$ cat config.mk
export PLATFORM = sky130hd
export DESIGN_NAME = hbsc_regs
export DESIGN_NICKNAME = d
export VERILOG_FILES = /design/src/design/hbsc_pkg.sv /design/src/design/hbsc_regs.sv
export SDC_FILE = /design/constraint.sdc
export NUM_CORES = 1
export LEC_CHECK = 0
export BUFFER_PORTS_ARGS = -buffer_cell sky130_fd_sc_hd__buf_4
export CAP_MARGIN = 20
export CORE_MARGIN = 3
export CORE_UTILIZATION = 30
export CTS_CLUSTER_DIAMETER = 200
export DETAILED_ROUTE_END_ITERATION = 6
export GPL_TIMING_DRIVEN = 0
export PLACE_DENSITY_LB_ADDON = 0.12
export REMOVE_ABC_BUFFERS = 1
export SYNTH_ARGS = -nofsm -noshare
export SYNTH_HDL_FRONTEND = slang
export SYNTH_SLANG_ARGS = --single-unit
$ cat constraint.sdc
create_clock -name ref_clk_i -period 0.8 [get_ports ref_clk_i]
set_clock_uncertainty 0.1 [all_clocks]
set_input_delay 0.12 -clock ref_clk_i [delete_from_list [all_inputs] [get_ports ref_clk_i]]
set_output_delay 0.12 -clock ref_clk_i [all_outputs]
set_load 0.05 [all_outputs]
$ cat src/design/hbsc_pkg.sv
// Constants and carrier types for the host bridge status/class registers.
// Assumes a byte-addressed configuration access port in front of it.
package hbsc_pkg;

    // ==========================================================
    // Register offsets (configuration byte addresses)
    localparam logic [7:0] HBSC_OFF_STATUS_LO = 8'h06; // Status low byte
    localparam logic [7:0] HBSC_OFF_STATUS_HI = 8'h07; // Status high byte
    localparam logic [7:0] HBSC_OFF_REVISION  = 8'h08; // Silicon revision
    localparam logic [7:0] HBSC_OFF_SUB_CLASS = 8'h0a; // Sub-class code
    localparam logic [7:0] HBSC_OFF_BASE_CLS  = 8'h0b; // Base-class code

    // ==========================================================
    // Status field positions
    localparam int HBSC_BIT_SSE  = 14; // Signalled system error
    localparam int HBSC_BIT_RMA  = 13; // Received master abort
    localparam int HBSC_BIT_RTA  = 12; // Received target abort
    localparam int HBSC_HI_BASE  = 8;  // Status bit held in wdata bit 0

    // ==========================================================
    // Fixed values
    localparam logic [15:0] HBSC_STATUS_RESET = 16'h0090; // Reset/fixed bits
    localparam logic [7:0]  HBSC_SUB_CLASS    = 8'h00;    // Host bridge
    localparam logic [7:0]  HBSC_BASE_CLASS   = 8'h06;    // Bridge device
    localparam logic [7:0]  HBSC_CMD_SERR_BIT = 8'h08;    // Command bit index
    localparam logic [7:0]  HBSC_ZERO_BYTE    = 8'h00;    // Unmapped read data

    // ==========================================================
    // Sticky error flags travelling together
    typedef struct packed {
        logic signalled_system_error_flag;  // Signalled system error
        logic rma;  // Received master abort
        logic rta;  // Received target abort
    } hbsc_flags_t;

endpackage

$ cat src/design/hbsc_regs.sv
// Status, revision and class-code registers of the host bridge function.
// Assumes byte-wide configuration accesses, one cycle, synchronous to clock;
// event inputs are single-cycle pulses from the hub completion logic.
`timescale 1ns/100ps
module hbsc_regs
    import hbsc_pkg::*;
#(
    // Arbitrary neutral revision value
    parameter logic [7:0] REVISION_ID = 8'h01
)(
    input  wire logic       ref_clk_i,       // Core clock, 125 MHz
    input  wire logic       reset_n_i,       // Async reset, active low
    input  wire logic [7:0] cfg_addr_i,      // Configuration byte offset
    input  wire logic       cfg_wr_i,        // Write strobe
    input  wire logic [7:0] cfg_wdata_i,     // Write data
    input  wire logic [7:0] cfg_rdata_sel_i, // Read address
    output logic      [7:0] cfg_rdata_o,     // Registered read data
    input  wire logic       error_message_enable_i, // Command bit 8
    input  wire logic       error_event_i,   // Enabled error condition
    input  wire logic       master_abort_i,  // Master abort completion
    input  wire logic       target_abort_i,  // Target abort completion
    output logic            serr_message_o,  // System-error message pulse
    output logic [15:0]     bridge_status_o  // Live status view
);

    // ==========================================================
    // Sticky flags
    hbsc_flags_t flags_ff;     // Stored flags
    hbsc_flags_t nxt_flags;    // Next flags
    logic        serr_msg_ff;  // Message strobe register
    logic        wr_hi;        // Write to status high byte
    logic        send_msg;     // Message goes out next cycle
    logic [15:0] status_view;  // Composed status word

    // Message only when the function's enable is set
    assign send_msg = error_event_i && error_message_enable_i;
    assign wr_hi    = cfg_wr_i && (cfg_addr_i == HBSC_OFF_STATUS_HI);

    // Set wins over clear so an event coinciding with a clear is kept
    always_comb
    begin
        nxt_flags = flags_ff;
        if (wr_hi)
        begin
            // Writing one clears, zero leaves the flag alone
            if (cfg_wdata_i[HBSC_BIT_SSE-HBSC_HI_BASE])
                nxt_flags.signalled_system_error_flag = 1'b0;
            if (cfg_wdata_i[HBSC_BIT_RMA-HBSC_HI_BASE])
                nxt_flags.rma = 1'b0;
            if (cfg_wdata_i[HBSC_BIT_RTA-HBSC_HI_BASE])
                nxt_flags.rta = 1'b0;
        end
        if (send_msg)       nxt_flags.signalled_system_error_flag = 1'b1;
        if (master_abort_i) nxt_flags.rma = 1'b1;
        if (target_abort_i) nxt_flags.rta = 1'b1;
    end

    // Flag storage
    always_ff @(posedge ref_clk_i or negedge reset_n_i)
    begin
        if (!reset_n_i)
            flags_ff <= '0;
        else
            flags_ff <= nxt_flags;
    end

    // Message strobe toward the hub, one cycle per event
    always_ff @(posedge ref_clk_i or negedge reset_n_i)
    begin
        if (!reset_n_i)
            serr_msg_ff <= 1'b0;
        else
            serr_msg_ff <= send_msg;
    end
    assign serr_message_o = serr_msg_ff;

    // ==========================================================
    // Status composition: hardwired bits come from the fixed pattern
    always_comb
    begin
        // Fixed pattern holds 1s at 7 and 4, 0 at 15,11,10:9,8,6:5,3:0
        status_view = HBSC_STATUS_RESET;
        status_view[HBSC_BIT_SSE] = flags_ff.signalled_system_error_flag;
        status_view[HBSC_BIT_RMA] = flags_ff.rma;
        status_view[HBSC_BIT_RTA] = flags_ff.rta;
    end
    assign bridge_status_o = status_view;

    // ==========================================================
    // Read mux; revision and class codes are constants, writes ignored
    always_ff @(posedge ref_clk_i or negedge reset_n_i)
    begin
        if (!reset_n_i)
            cfg_rdata_o <= HBSC_ZERO_BYTE;
        else
        begin
            case (cfg_rdata_sel_i)
                HBSC_OFF_STATUS_LO: cfg_rdata_o <= status_view[7:0];
                HBSC_OFF_STATUS_HI: cfg_rdata_o <= status_view[15:8];
                HBSC_OFF_REVISION:  cfg_rdata_o <= REVISION_ID;
                HBSC_OFF_SUB_CLASS: cfg_rdata_o <= HBSC_SUB_CLASS;
                HBSC_OFF_BASE_CLS:  cfg_rdata_o <= HBSC_BASE_CLASS;
                default:            cfg_rdata_o <= HBSC_ZERO_BYTE;
            endcase
        end
    end

    // ==========================================================
    // Checks
    chk_sse_sets: assert property (@(posedge ref_clk_i) disable iff (!reset_n_i)
        send_msg |=> flags_ff.signalled_system_error_flag && serr_message_o)
        else $error("system error flag not set");
    chk_sse_clear: assert property (@(posedge ref_clk_i)
        disable iff (!reset_n_i)
        wr_hi && cfg_wdata_i[6] && !send_msg |=> !flags_ff.signalled_system_error_flag)
        else $error("system error flag not cleared");
    chk_sse_keep: assert property (@(posedge ref_clk_i) disable iff (!reset_n_i)
        flags_ff.signalled_system_error_flag && !(wr_hi && cfg_wdata_i[6]) |=> flags_ff.signalled_system_error_flag)
        else $error("system error flag lost");
    chk_rma_sets: assert property (@(posedge ref_clk_i) disable iff (!reset_n_i)
        master_abort_i |=> bridge_status_o[13])
        else $error("master abort flag not set");
    chk_rta_sets: assert property (@(posedge ref_clk_i) disable iff (!reset_n_i)
        target_abort_i |=> bridge_status_o[12])
        else $error("target abort flag not set");
    chk_fixed_bits: assert property (@(posedge ref_clk_i)
        disable iff (!reset_n_i)
        (bridge_status_o & 16'h8fff) == 16'h0090)
        else $error("hardwired status bits wrong");
    chk_no_msg_off: assert property (@(posedge ref_clk_i)
        disable iff (!reset_n_i)
        !error_message_enable_i && !flags_ff.signalled_system_error_flag && !(master_abort_i)
        |=> !flags_ff.signalled_system_error_flag)
        else $error("system error set while disabled");
    chk_class_read: assert property (@(posedge ref_clk_i)
        disable iff (!reset_n_i)
        cfg_rdata_sel_i == 8'h0b |=> cfg_rdata_o == 8'h06)
        else $error("base class read wrong");
    chk_sub_read: assert property (@(posedge ref_clk_i)
        disable iff (!reset_n_i)
        cfg_rdata_sel_i == 8'h0a |=> cfg_rdata_o == 8'h00)
        else $error("sub class read wrong");


    // ==========================================================
    // Abort flag clearing and holding
    // A clear is only judged when no event lands in the same cycle,
    // because the event wins and keeps the flag set.
    chk_rma_clear: assert property (@(posedge ref_clk_i)
        disable iff (!reset_n_i)
        wr_hi && cfg_wdata_i[5] && !master_abort_i |=> !flags_ff.rma)
        else $error("master abort flag not cleared");

    // A write of zero, or no write, must leave the flag set
    chk_rma_keep: assert property (@(posedge ref_clk_i)
        disable iff (!reset_n_i)
        flags_ff.rma && !(wr_hi && cfg_wdata_i[5]) |=> flags_ff.rma)
        else $error("master abort flag lost");

    // Target abort clear mirrors the master abort clear
    chk_rta_clear: assert property (@(posedge ref_clk_i)
        disable iff (!reset_n_i)
        wr_hi && cfg_wdata_i[4] && !target_abort_i |=> !flags_ff.rta)
        else $error("target abort flag not cleared");

    // Target abort flag is sticky until written with one
    chk_rta_keep: assert property (@(posedge ref_clk_i)
        disable iff (!reset_n_i)
        flags_ff.rta && !(wr_hi && cfg_wdata_i[4]) |=> flags_ff.rta)
        else $error("target abort flag lost");

    // ==========================================================
    // Message gating
    // No message may leave while the enable is low or nothing happened
    chk_msg_gated: assert property (@(posedge ref_clk_i)
        disable iff (!reset_n_i)
        !(error_event_i && error_message_enable_i) |=> !serr_message_o)
        else $error("message sent without enabled event");

    // ==========================================================
    // Hardwired status bits, one check per field so a failure
    // points straight at the field that went wrong
    chk_parity_zero: assert property (@(posedge ref_clk_i)
        disable iff (!reset_n_i)
        !bridge_status_o[15])
        else $error("parity error flag not zero");

    // Signalled target abort is not implemented
    chk_sta_zero: assert property (@(posedge ref_clk_i)
        disable iff (!reset_n_i)
        !bridge_status_o[11])
        else $error("signalled target abort not zero");

    // Select timing reports fast decode
    chk_sel_timing: assert property (@(posedge ref_clk_i)
        disable iff (!reset_n_i)
        bridge_status_o[10:9] == 2'b00)
        else $error("select timing field not fast");

    // Data parity flag is not implemented
    chk_dpar_zero: assert property (@(posedge ref_clk_i)
        disable iff (!reset_n_i)
        !bridge_status_o[8])
        else $error("data parity flag not zero");

    // Fast back-to-back capability is always advertised
    chk_fast_back_to_back_cap_one: assert property (@(posedge ref_clk_i)
        disable iff (!reset_n_i)
        bridge_status_o[7])
        else $error("fast back-to-back bit not one");

    // Capability list is always present
    chk_caplist_one: assert property (@(posedge ref_clk_i)
        disable iff (!reset_n_i)
        bridge_status_o[4])
        else $error("capability list bit not one");

    // Reserved bits stay zero whatever software writes
    chk_rsvd_zero: assert property (@(posedge ref_clk_i)
        disable iff (!reset_n_i)
        bridge_status_o[6:5] == 2'b00 && bridge_status_o[3:0] == 4'h0)
        else $error("reserved status bits not zero");

    // ==========================================================
    // Read port
    // Read data lags the select by one edge, so compare against the
    // status as it stood when the select was sampled
    chk_read_hi: assert property (@(posedge ref_clk_i)
        disable iff (!reset_n_i)
        cfg_rdata_sel_i == HBSC_OFF_STATUS_HI
        |=> cfg_rdata_o == $past(bridge_status_o[15:8]))
        else $error("status high byte read wrong");

    // Low status byte holds only fixed bits
    chk_read_lo: assert property (@(posedge ref_clk_i)
        disable iff (!reset_n_i)
        cfg_rdata_sel_i == HBSC_OFF_STATUS_LO |=> cfg_rdata_o == 8'h90)
        else $error("status low byte read wrong");

    // Revision ignores writes and returns the parameter
    chk_rev_read: assert property (@(posedge ref_clk_i)
        disable iff (!reset_n_i)
        cfg_rdata_sel_i == HBSC_OFF_REVISION |=> cfg_rdata_o == REVISION_ID)
        else $error("revision read wrong");

    // Registers outside this block read as zero
    chk_unmap_read: assert property (@(posedge ref_clk_i)
        disable iff (!reset_n_i)
        !(cfg_rdata_sel_i inside {[8'h06:8'h08], 8'h0a, 8'h0b})
        |=> cfg_rdata_o == 8'h00)
        else $error("unmapped read not zero");

    // ==========================================================
    // Coverage of the main scenarios
    // Limitation: events arriving with the enable low are dropped, so a
    // later enable does not replay them; covers below show only the enabled path.
    cov_sse_set:   cover property (@(posedge ref_clk_i) send_msg);
    cov_rma_set:   cover property (@(posedge ref_clk_i)
        !flags_ff.rma ##1 flags_ff.rma);
    cov_read_hi:   cover property (@(posedge ref_clk_i)
        cfg_rdata_sel_i == HBSC_OFF_STATUS_HI && flags_ff.rta);
    cov_set_clear: cover property (@(posedge ref_clk_i)
        wr_hi && master_abort_i);
    cov_rta_clear: cover property (@(posedge ref_clk_i)
        flags_ff.rta ##1 !flags_ff.rta);

endmodule // hbsc_regs

==> impl_metrics.toml, run 1 <==
[placed_design]
gp_congestion = 0.6708
port_buffers = 36
dp_hpwl_um = 920.5

[power_and_ir_drop]
p_comb_frac = 0.284
p_int_uw = 795.4
switching_share = 0.3122
vdd_drop_max_uv = 568.1
switchingPower_uw = 361.1
clockPowerShare = 0.273
seq_power_share = 0.443
power_density_nw_per_um2 = 1237
p_leak_nw = 0.4709

[finish]
area_growth_syn_to_layout_pct = 78.28
final_nets = 124
diodes = 0
fillers = 118
drive_gt1_frac = 0.5714
multi_input_comb_area_sq_um = 256.5
ff_latch_area_sq_um = 250.2
fin_util = 0.5929

[yosys]
synthTopCellsByArea = "dfrtp_1, buf_4, a41oi_1, and3_1, nor2_1"
synth_top_area_frac = 0.4773
ys.flop_type = "dfrtp_1"
synth_area_leader_cell = "dfrtp_1"
ys_seq_elements = 10
seq_area_frac_synth = 0.4773
async_reset_ff_frac = 1.000
syn_area_per_cell_sq_um = 10.28
synth_edf_count = 0
synth_common_cells = "buf_4, dfrtp_1, nor2_1"
ys_types = 16
yosysMostFrequentCell = "buf_4"
syn_inst = 51
yosysWarnings = 0
synth_area_sq_um = 524.3

[global_routing]
grt_max_degree = 11
track_usage = 0.1174
antenna_found_initial = 0
grt_pass1_vias = 447
grt_pass1_wl_um = 1814
grt-ovfl-total = 0

[clock_network]
clock-root-buffer = "clkbuf_4"
cts_buffers = 3
htreeDepth = 1
clock_latency_ns = 0.25
cts_sinks = 10
clkTransAtPathRegs_ns = 0.06
cts_tree = "yes"
cts-hold-fix-buffers = 1
cts_buffer_depth = 2

[setup_path]
critical_path.slowest_cell = "or4b_4"
critPathKind = "primary input to register"
cp-end-kind = "register"
cpPeakStageDelay_ns = 0.53
cp_cell_sequence = "buf_6 -> or4b_4 -> nor3b_4 -> a41oi_1"
critPathRequiredTime_ns = 0.82
start_kind = "primary input"
cp.arrival_ns = 1.12
critPathMaxFanout = 3

[job]
cap_violations = 0

[min_path]
hold_path.class = "primary input to register"

[sta]
hold_viol = 5
setup_violations = 18
holdWs_ns = -0.06437
setup_slack_ns = -0.3000
fin_crit_ns = 1.100
fin_setup_tns_ns = -3.441
max_freq_ghz = 0.9091
slew_violations = 0
rsz0062_at_grt = "yes"
fin_crit_sh = 1.375

[route]
first_pass_iters = 1
ant_nets = 0
top_layer = "met4"
vias = 469
wire_per_inst_um = 10.97
drt_iter0_drc = 0
routed_wirelength_um = 1174
dr_wl_met3_um = 140
m1WireLength_um = 389
avgViaCountPerCell = 4.383
route.detailed.drc = 0
met2WireLength_um = 624

[status]
violations = "hold timing, setup timing"
status = "complete, but fails checks"

[floorplan]
die_w_um = 47.81
core_area_sq_um = 1577
die_area_sq_um = 2285
pin_count = 56
rows = 14
die_height_um = 47.81
initial_utilization = 0.3325
-- metrics by stage --
stage / power [mW] / worst slack, ns / cells / hold WS [ns] / area [sq um]
after floorplan: 0.6974 / -0.4198 / 48 / -0.2756 / 456.7
after global placement: 0.8099 / -0.6030 / 100 / -0.1485 / 747.0
after detailed placement: 0.8119 / -0.6160 / 100 / -0.1484 / 747.0
after CTS: 1.160 / -0.3301 / 107 / -0.06592 / 917.1
after global routing: 1.217 / -0.3246 / 107 / -0.06239 / 934.6
final: 1.156 / -0.3000 / 107 / -0.06437 / 934.6
-- repair_timing --
action	4_1_cts	5_1_grt
endpoints found under the setup margin	19	19
pin swaps	4	3
resized for setup	26	4
cloned	0	0
hold endpoints to repair	15	4
buffers inserted	3	0
-- cells in the final DEF (no fill, tap or decap) --
cell and instances:
nor2b_1 1, nor4_4 1, a41oi_2 1, a41oi_1 2, dlygate4sd3_1 1, buf_6 19, nor3b_4 1, inv_1 3
nor2b_4 1, nor2_1 4, nor4b_2 1, a31o_2 1, and3_4 3, clkbuf_4 3, buf_4 20, and4b_1 1
or4b_4 1, nand2b_1 1, nand2_1 2, conb_1 14, dfrtp_1 10
-- critical path, delay by kind of cell --
family / cells / cell delay (ns)
and+or+nand+nor: 2 / 0.77
buffers and inverters: 1 / 0.09
AOI/OAI and AO/OA: 1 / 0.14
-- registers in the layout, summed over array words and instances, names as in the netlist --
name,cells
serr_message_o,1
bridge_status_o,3
cfg_rdata_o,6
-- final cells by class --
cell class / count / area share
repair buffers: 40 / 0.4003
multi-input cells: 35 / 0.2744
flip-flops and latches: 10 / 0.2677
clock buffers: 3 / 0.02410
well taps: 16 / 0.02142
inverters: 3 / 0.01205
-- power by group through the flow --
| stage | clock network, mW | logic (mW) | registers, mW |
|---|---|---|---|
| final | 0.316 | 0.328 | 0.512 |
| after global routing | 0.356 | 0.348 | 0.512 |
| after CTS | 0.326 | 0.321 | 0.512 |
| after detailed placement | 0 | 0.292 | 0.520 |
| after global placement | 0 | 0.290 | 0.520 |
| after floorplan | 0 | 0.162 | 0.536 |
-- cells by family after synthesis --
family          after synthesis  share of synthesized area
buf+inv                      18                     0.2363
simple gates                 17                     0.2053
flops                        10                     0.4773
compound gates                4                    0.06684
other cells                   2                    0.01433
-- final timing paths --
path | from | endpoint | slack, ns | depth (start not counted)
setup reg to reg | bridge_status_o[13] | bridge_status_o[13] | -0.13 | 3
hold / removal | cfg_rdata_sel_i[0] | cfg_rdata_o[0] | -0.06 | 2
hold reg to reg | bridge_status_o[12] | cfg_rdata_o[4] | 0.55 | 2
max in group asynchronous | reset_n_i | serr_message_o | 0.34 | 2
min in group asynchronous | reset_n_i | bridge_status_o[12] | 0.12 | 2
setup / recovery | cfg_addr_i[4] | bridge_status_o[12] | -0.30 | 4
-- layer usage --
layer	global-route usage	vias to the layer above
met4	0.08065	0
met2	0.2084	35
met1	0.1224	209
met5	0	-
met3	0.02256	2
li1	-	223
No activity file was read; power rests on OpenSTA's default activity.
==> inputs of run 2 (changes only) <==
RECOVER_POWER = 100   (was default)
==> run 2 against run 1 <==
Effect of this change:
- the run still ends with hold timing, setup timing left
- sequential power is essentially flat
- wire length is 0.43% lower
- combinational power decreased by 2%
- highest routed layer unchanged
- via count unchanged
- largest cell class unchanged
- clock-buffer cell count unchanged
- register-to-register slack is essentially flat
==> impl_metrics.toml, run 2 (synthesis results as in run 1) <==
[placed_design]
dpl.cell_count = 100
gp_congestion = 0.6708
place_ws_ns = -0.6160
dp_hpwl_um = 920.5
port_buffers = 36

[finish]
fillers = 119
top_register = "cfg_rdata_o"
layoutNonFillerInstCount = 107
area_growth_syn_to_layout_pct = 76.13
largest_register_ffs = 6
final_nets = 124
final_cell_mix = "buf_6, buf_4, conb_1, dfrtp_1"
diodes = 0
drive_gt1_frac = 0.5714
mostFrequentLayoutCell = "buf_6"

[floorplan]
pin_count = 56
die_w_um = 47.81
rows = 14
core_area_sq_um = 1577
die_area_sq_um = 2285
initial_utilization = 0.3325
die_height_um = 47.81

[route]
wire_per_inst_um = 10.93
avgViaCountPerCell = 4.383
vias = 469
ant_nets = 0
first_pass_iters = 1
drt_iter0_drc = 0
routed_wirelength_um = 1169
route.detailed.drc = 0

[power_and_ir_drop]
switchingPower_uw = 357.0
power_density_nw_per_um2 = 1244
power.total_mw = 1.149
vdd_drop_max_uv = 562.7
seq_power_share = 0.445
clockPowerShare = 0.275
switching_share = 0.3107
p_int_uw = 792.0
p_comb_frac = 0.279
p_leak_nw = 0.4685

[status]
status = "complete, but fails checks"
violations = "hold timing, setup timing"

[sta]
slew_violations = 0
holdWs_ns = -0.06421
setup_violations = 18
max_freq_ghz = 0.9090
fin_crit_ns = 1.100
fin_crit_sh = 1.375
hold_viol = 5
rsz0062_at_grt = "yes"
setup_slack_ns = -0.3002
fin_setup_tns_ns = -3.551

[global_routing]
grt-ovfl-total = 0
grt_pass1_vias = 447
antenna_found_initial = 0
grt_max_degree = 11
track_usage = 0.1174
grt_pass1_wl_um = 1814

[setup_path]
cp.arrival_ns = 1.12
rr_endpoint = "bridge_status_o[13]"
critPathMaxFanout = 3
critPathKind = "primary input to register"
critPathRequiredTime_ns = 0.82
rrSetupSlack_ns = -0.13
r2r-start = "bridge_status_o[13]"
cp-end-kind = "register"
start_kind = "primary input"
rr_worst_depth = 3

[clock_network]
cts_tree = "yes"
cts-hold-fix-buffers = 1
cts_sinks = 10
clkTransAtPathRegs_ns = 0.06
cts_buffer_depth = 2
htreeDepth = 1
clock_latency_ns = 0.25
clock-root-buffer = "clkbuf_4"
cts_buffers = 3

[min_path]
hold_path.class = "primary input to register"
hold_start = "cfg_rdata_sel_i[0]"
min_to = "cfg_rdata_o[0]"
whs_path_depth = 2

[job]
cap_violations = 0
[run 2: changes by cell type in the layout (fill, tap and decap cells not counted)]
cell      before  now
clkbuf_4       3    4
nor4_4         1    0
nor4_2         0    1
buf_4         20   18
clkbuf_2       0    1
[run 2: worst max path at each step]
| stage | startpoint | to | slack [ns] | depth (start not counted) |
|---|---|---|---|---|
| 2_1_floorplan | cfg_addr_i[4] | bridge_status_o[12] | -0.42 | 3 |
| 3_3_place_gp | cfg_addr_i[4] | bridge_status_o[14] | -0.60 | 4 |
| 3_5_place_dp | cfg_addr_i[4] | bridge_status_o[14] | -0.62 | 4 |
| 4_1_cts | cfg_addr_i[4] | bridge_status_o[12] | -0.33 | 4 |
| 5_1_grt | cfg_addr_i[4] | bridge_status_o[12] | -0.32 | 4 |
| 6_report | cfg_addr_i[4] | bridge_status_o[12] | -0.30 | 4 |
[run 2: routing by layer]
layer	share of wire	global-route usage	routed length [um]
met1	0.33	0.1224	383
met4	0.016	0.08065	19
met5	0	0	0
met3	0.12	0.02256	140
met2	0.53	0.2084	625
[run 2: final cells by class]
class	instances	area [sq um]	share of cell area
repair buffers	40	371.6	0.4024
flip-flops and latches	10	250.2	0.2710
multi-input cells	35	247.7	0.2683
clock buffers	3	22.52	0.02439
well taps	16	20.02	0.02168
inverters	3	11.26	0.01220
[run 2: critical path, stage by stage]
cell	delay [ns]
buf_6	0.09
or4b_4	0.53
nor3b_4	0.24
a41oi_1	0.14
[run 2: power by group through the flow]
stage               sequential, mW  clock, mW  combinational [mW]
floorplan                    0.536          0               0.162
global placement             0.520          0               0.290
detailed placement           0.520          0               0.292
CTS                          0.512      0.326               0.321
global route                 0.512      0.356               0.341
finish                       0.512      0.316               0.321
[run 2: metrics by stage]
step / cell area [sq um] / util
finish: 923.4 / 0.5857
global route: 923.4 / 0.5857
CTS: 917.1 / 0.5817
detailed placement: 747.0 / 0.4738
global placement: 747.0 / 0.4738
floorplan: 456.7 / -
[run 2: timing repair]
item | CTS | global route
resized for setup | 26 | 4
hold endpoints to repair | 15 | 4
setup buffers | 3 | 0
pin swaps | 4 | 3
endpoints found under the setup margin | 19 | 19
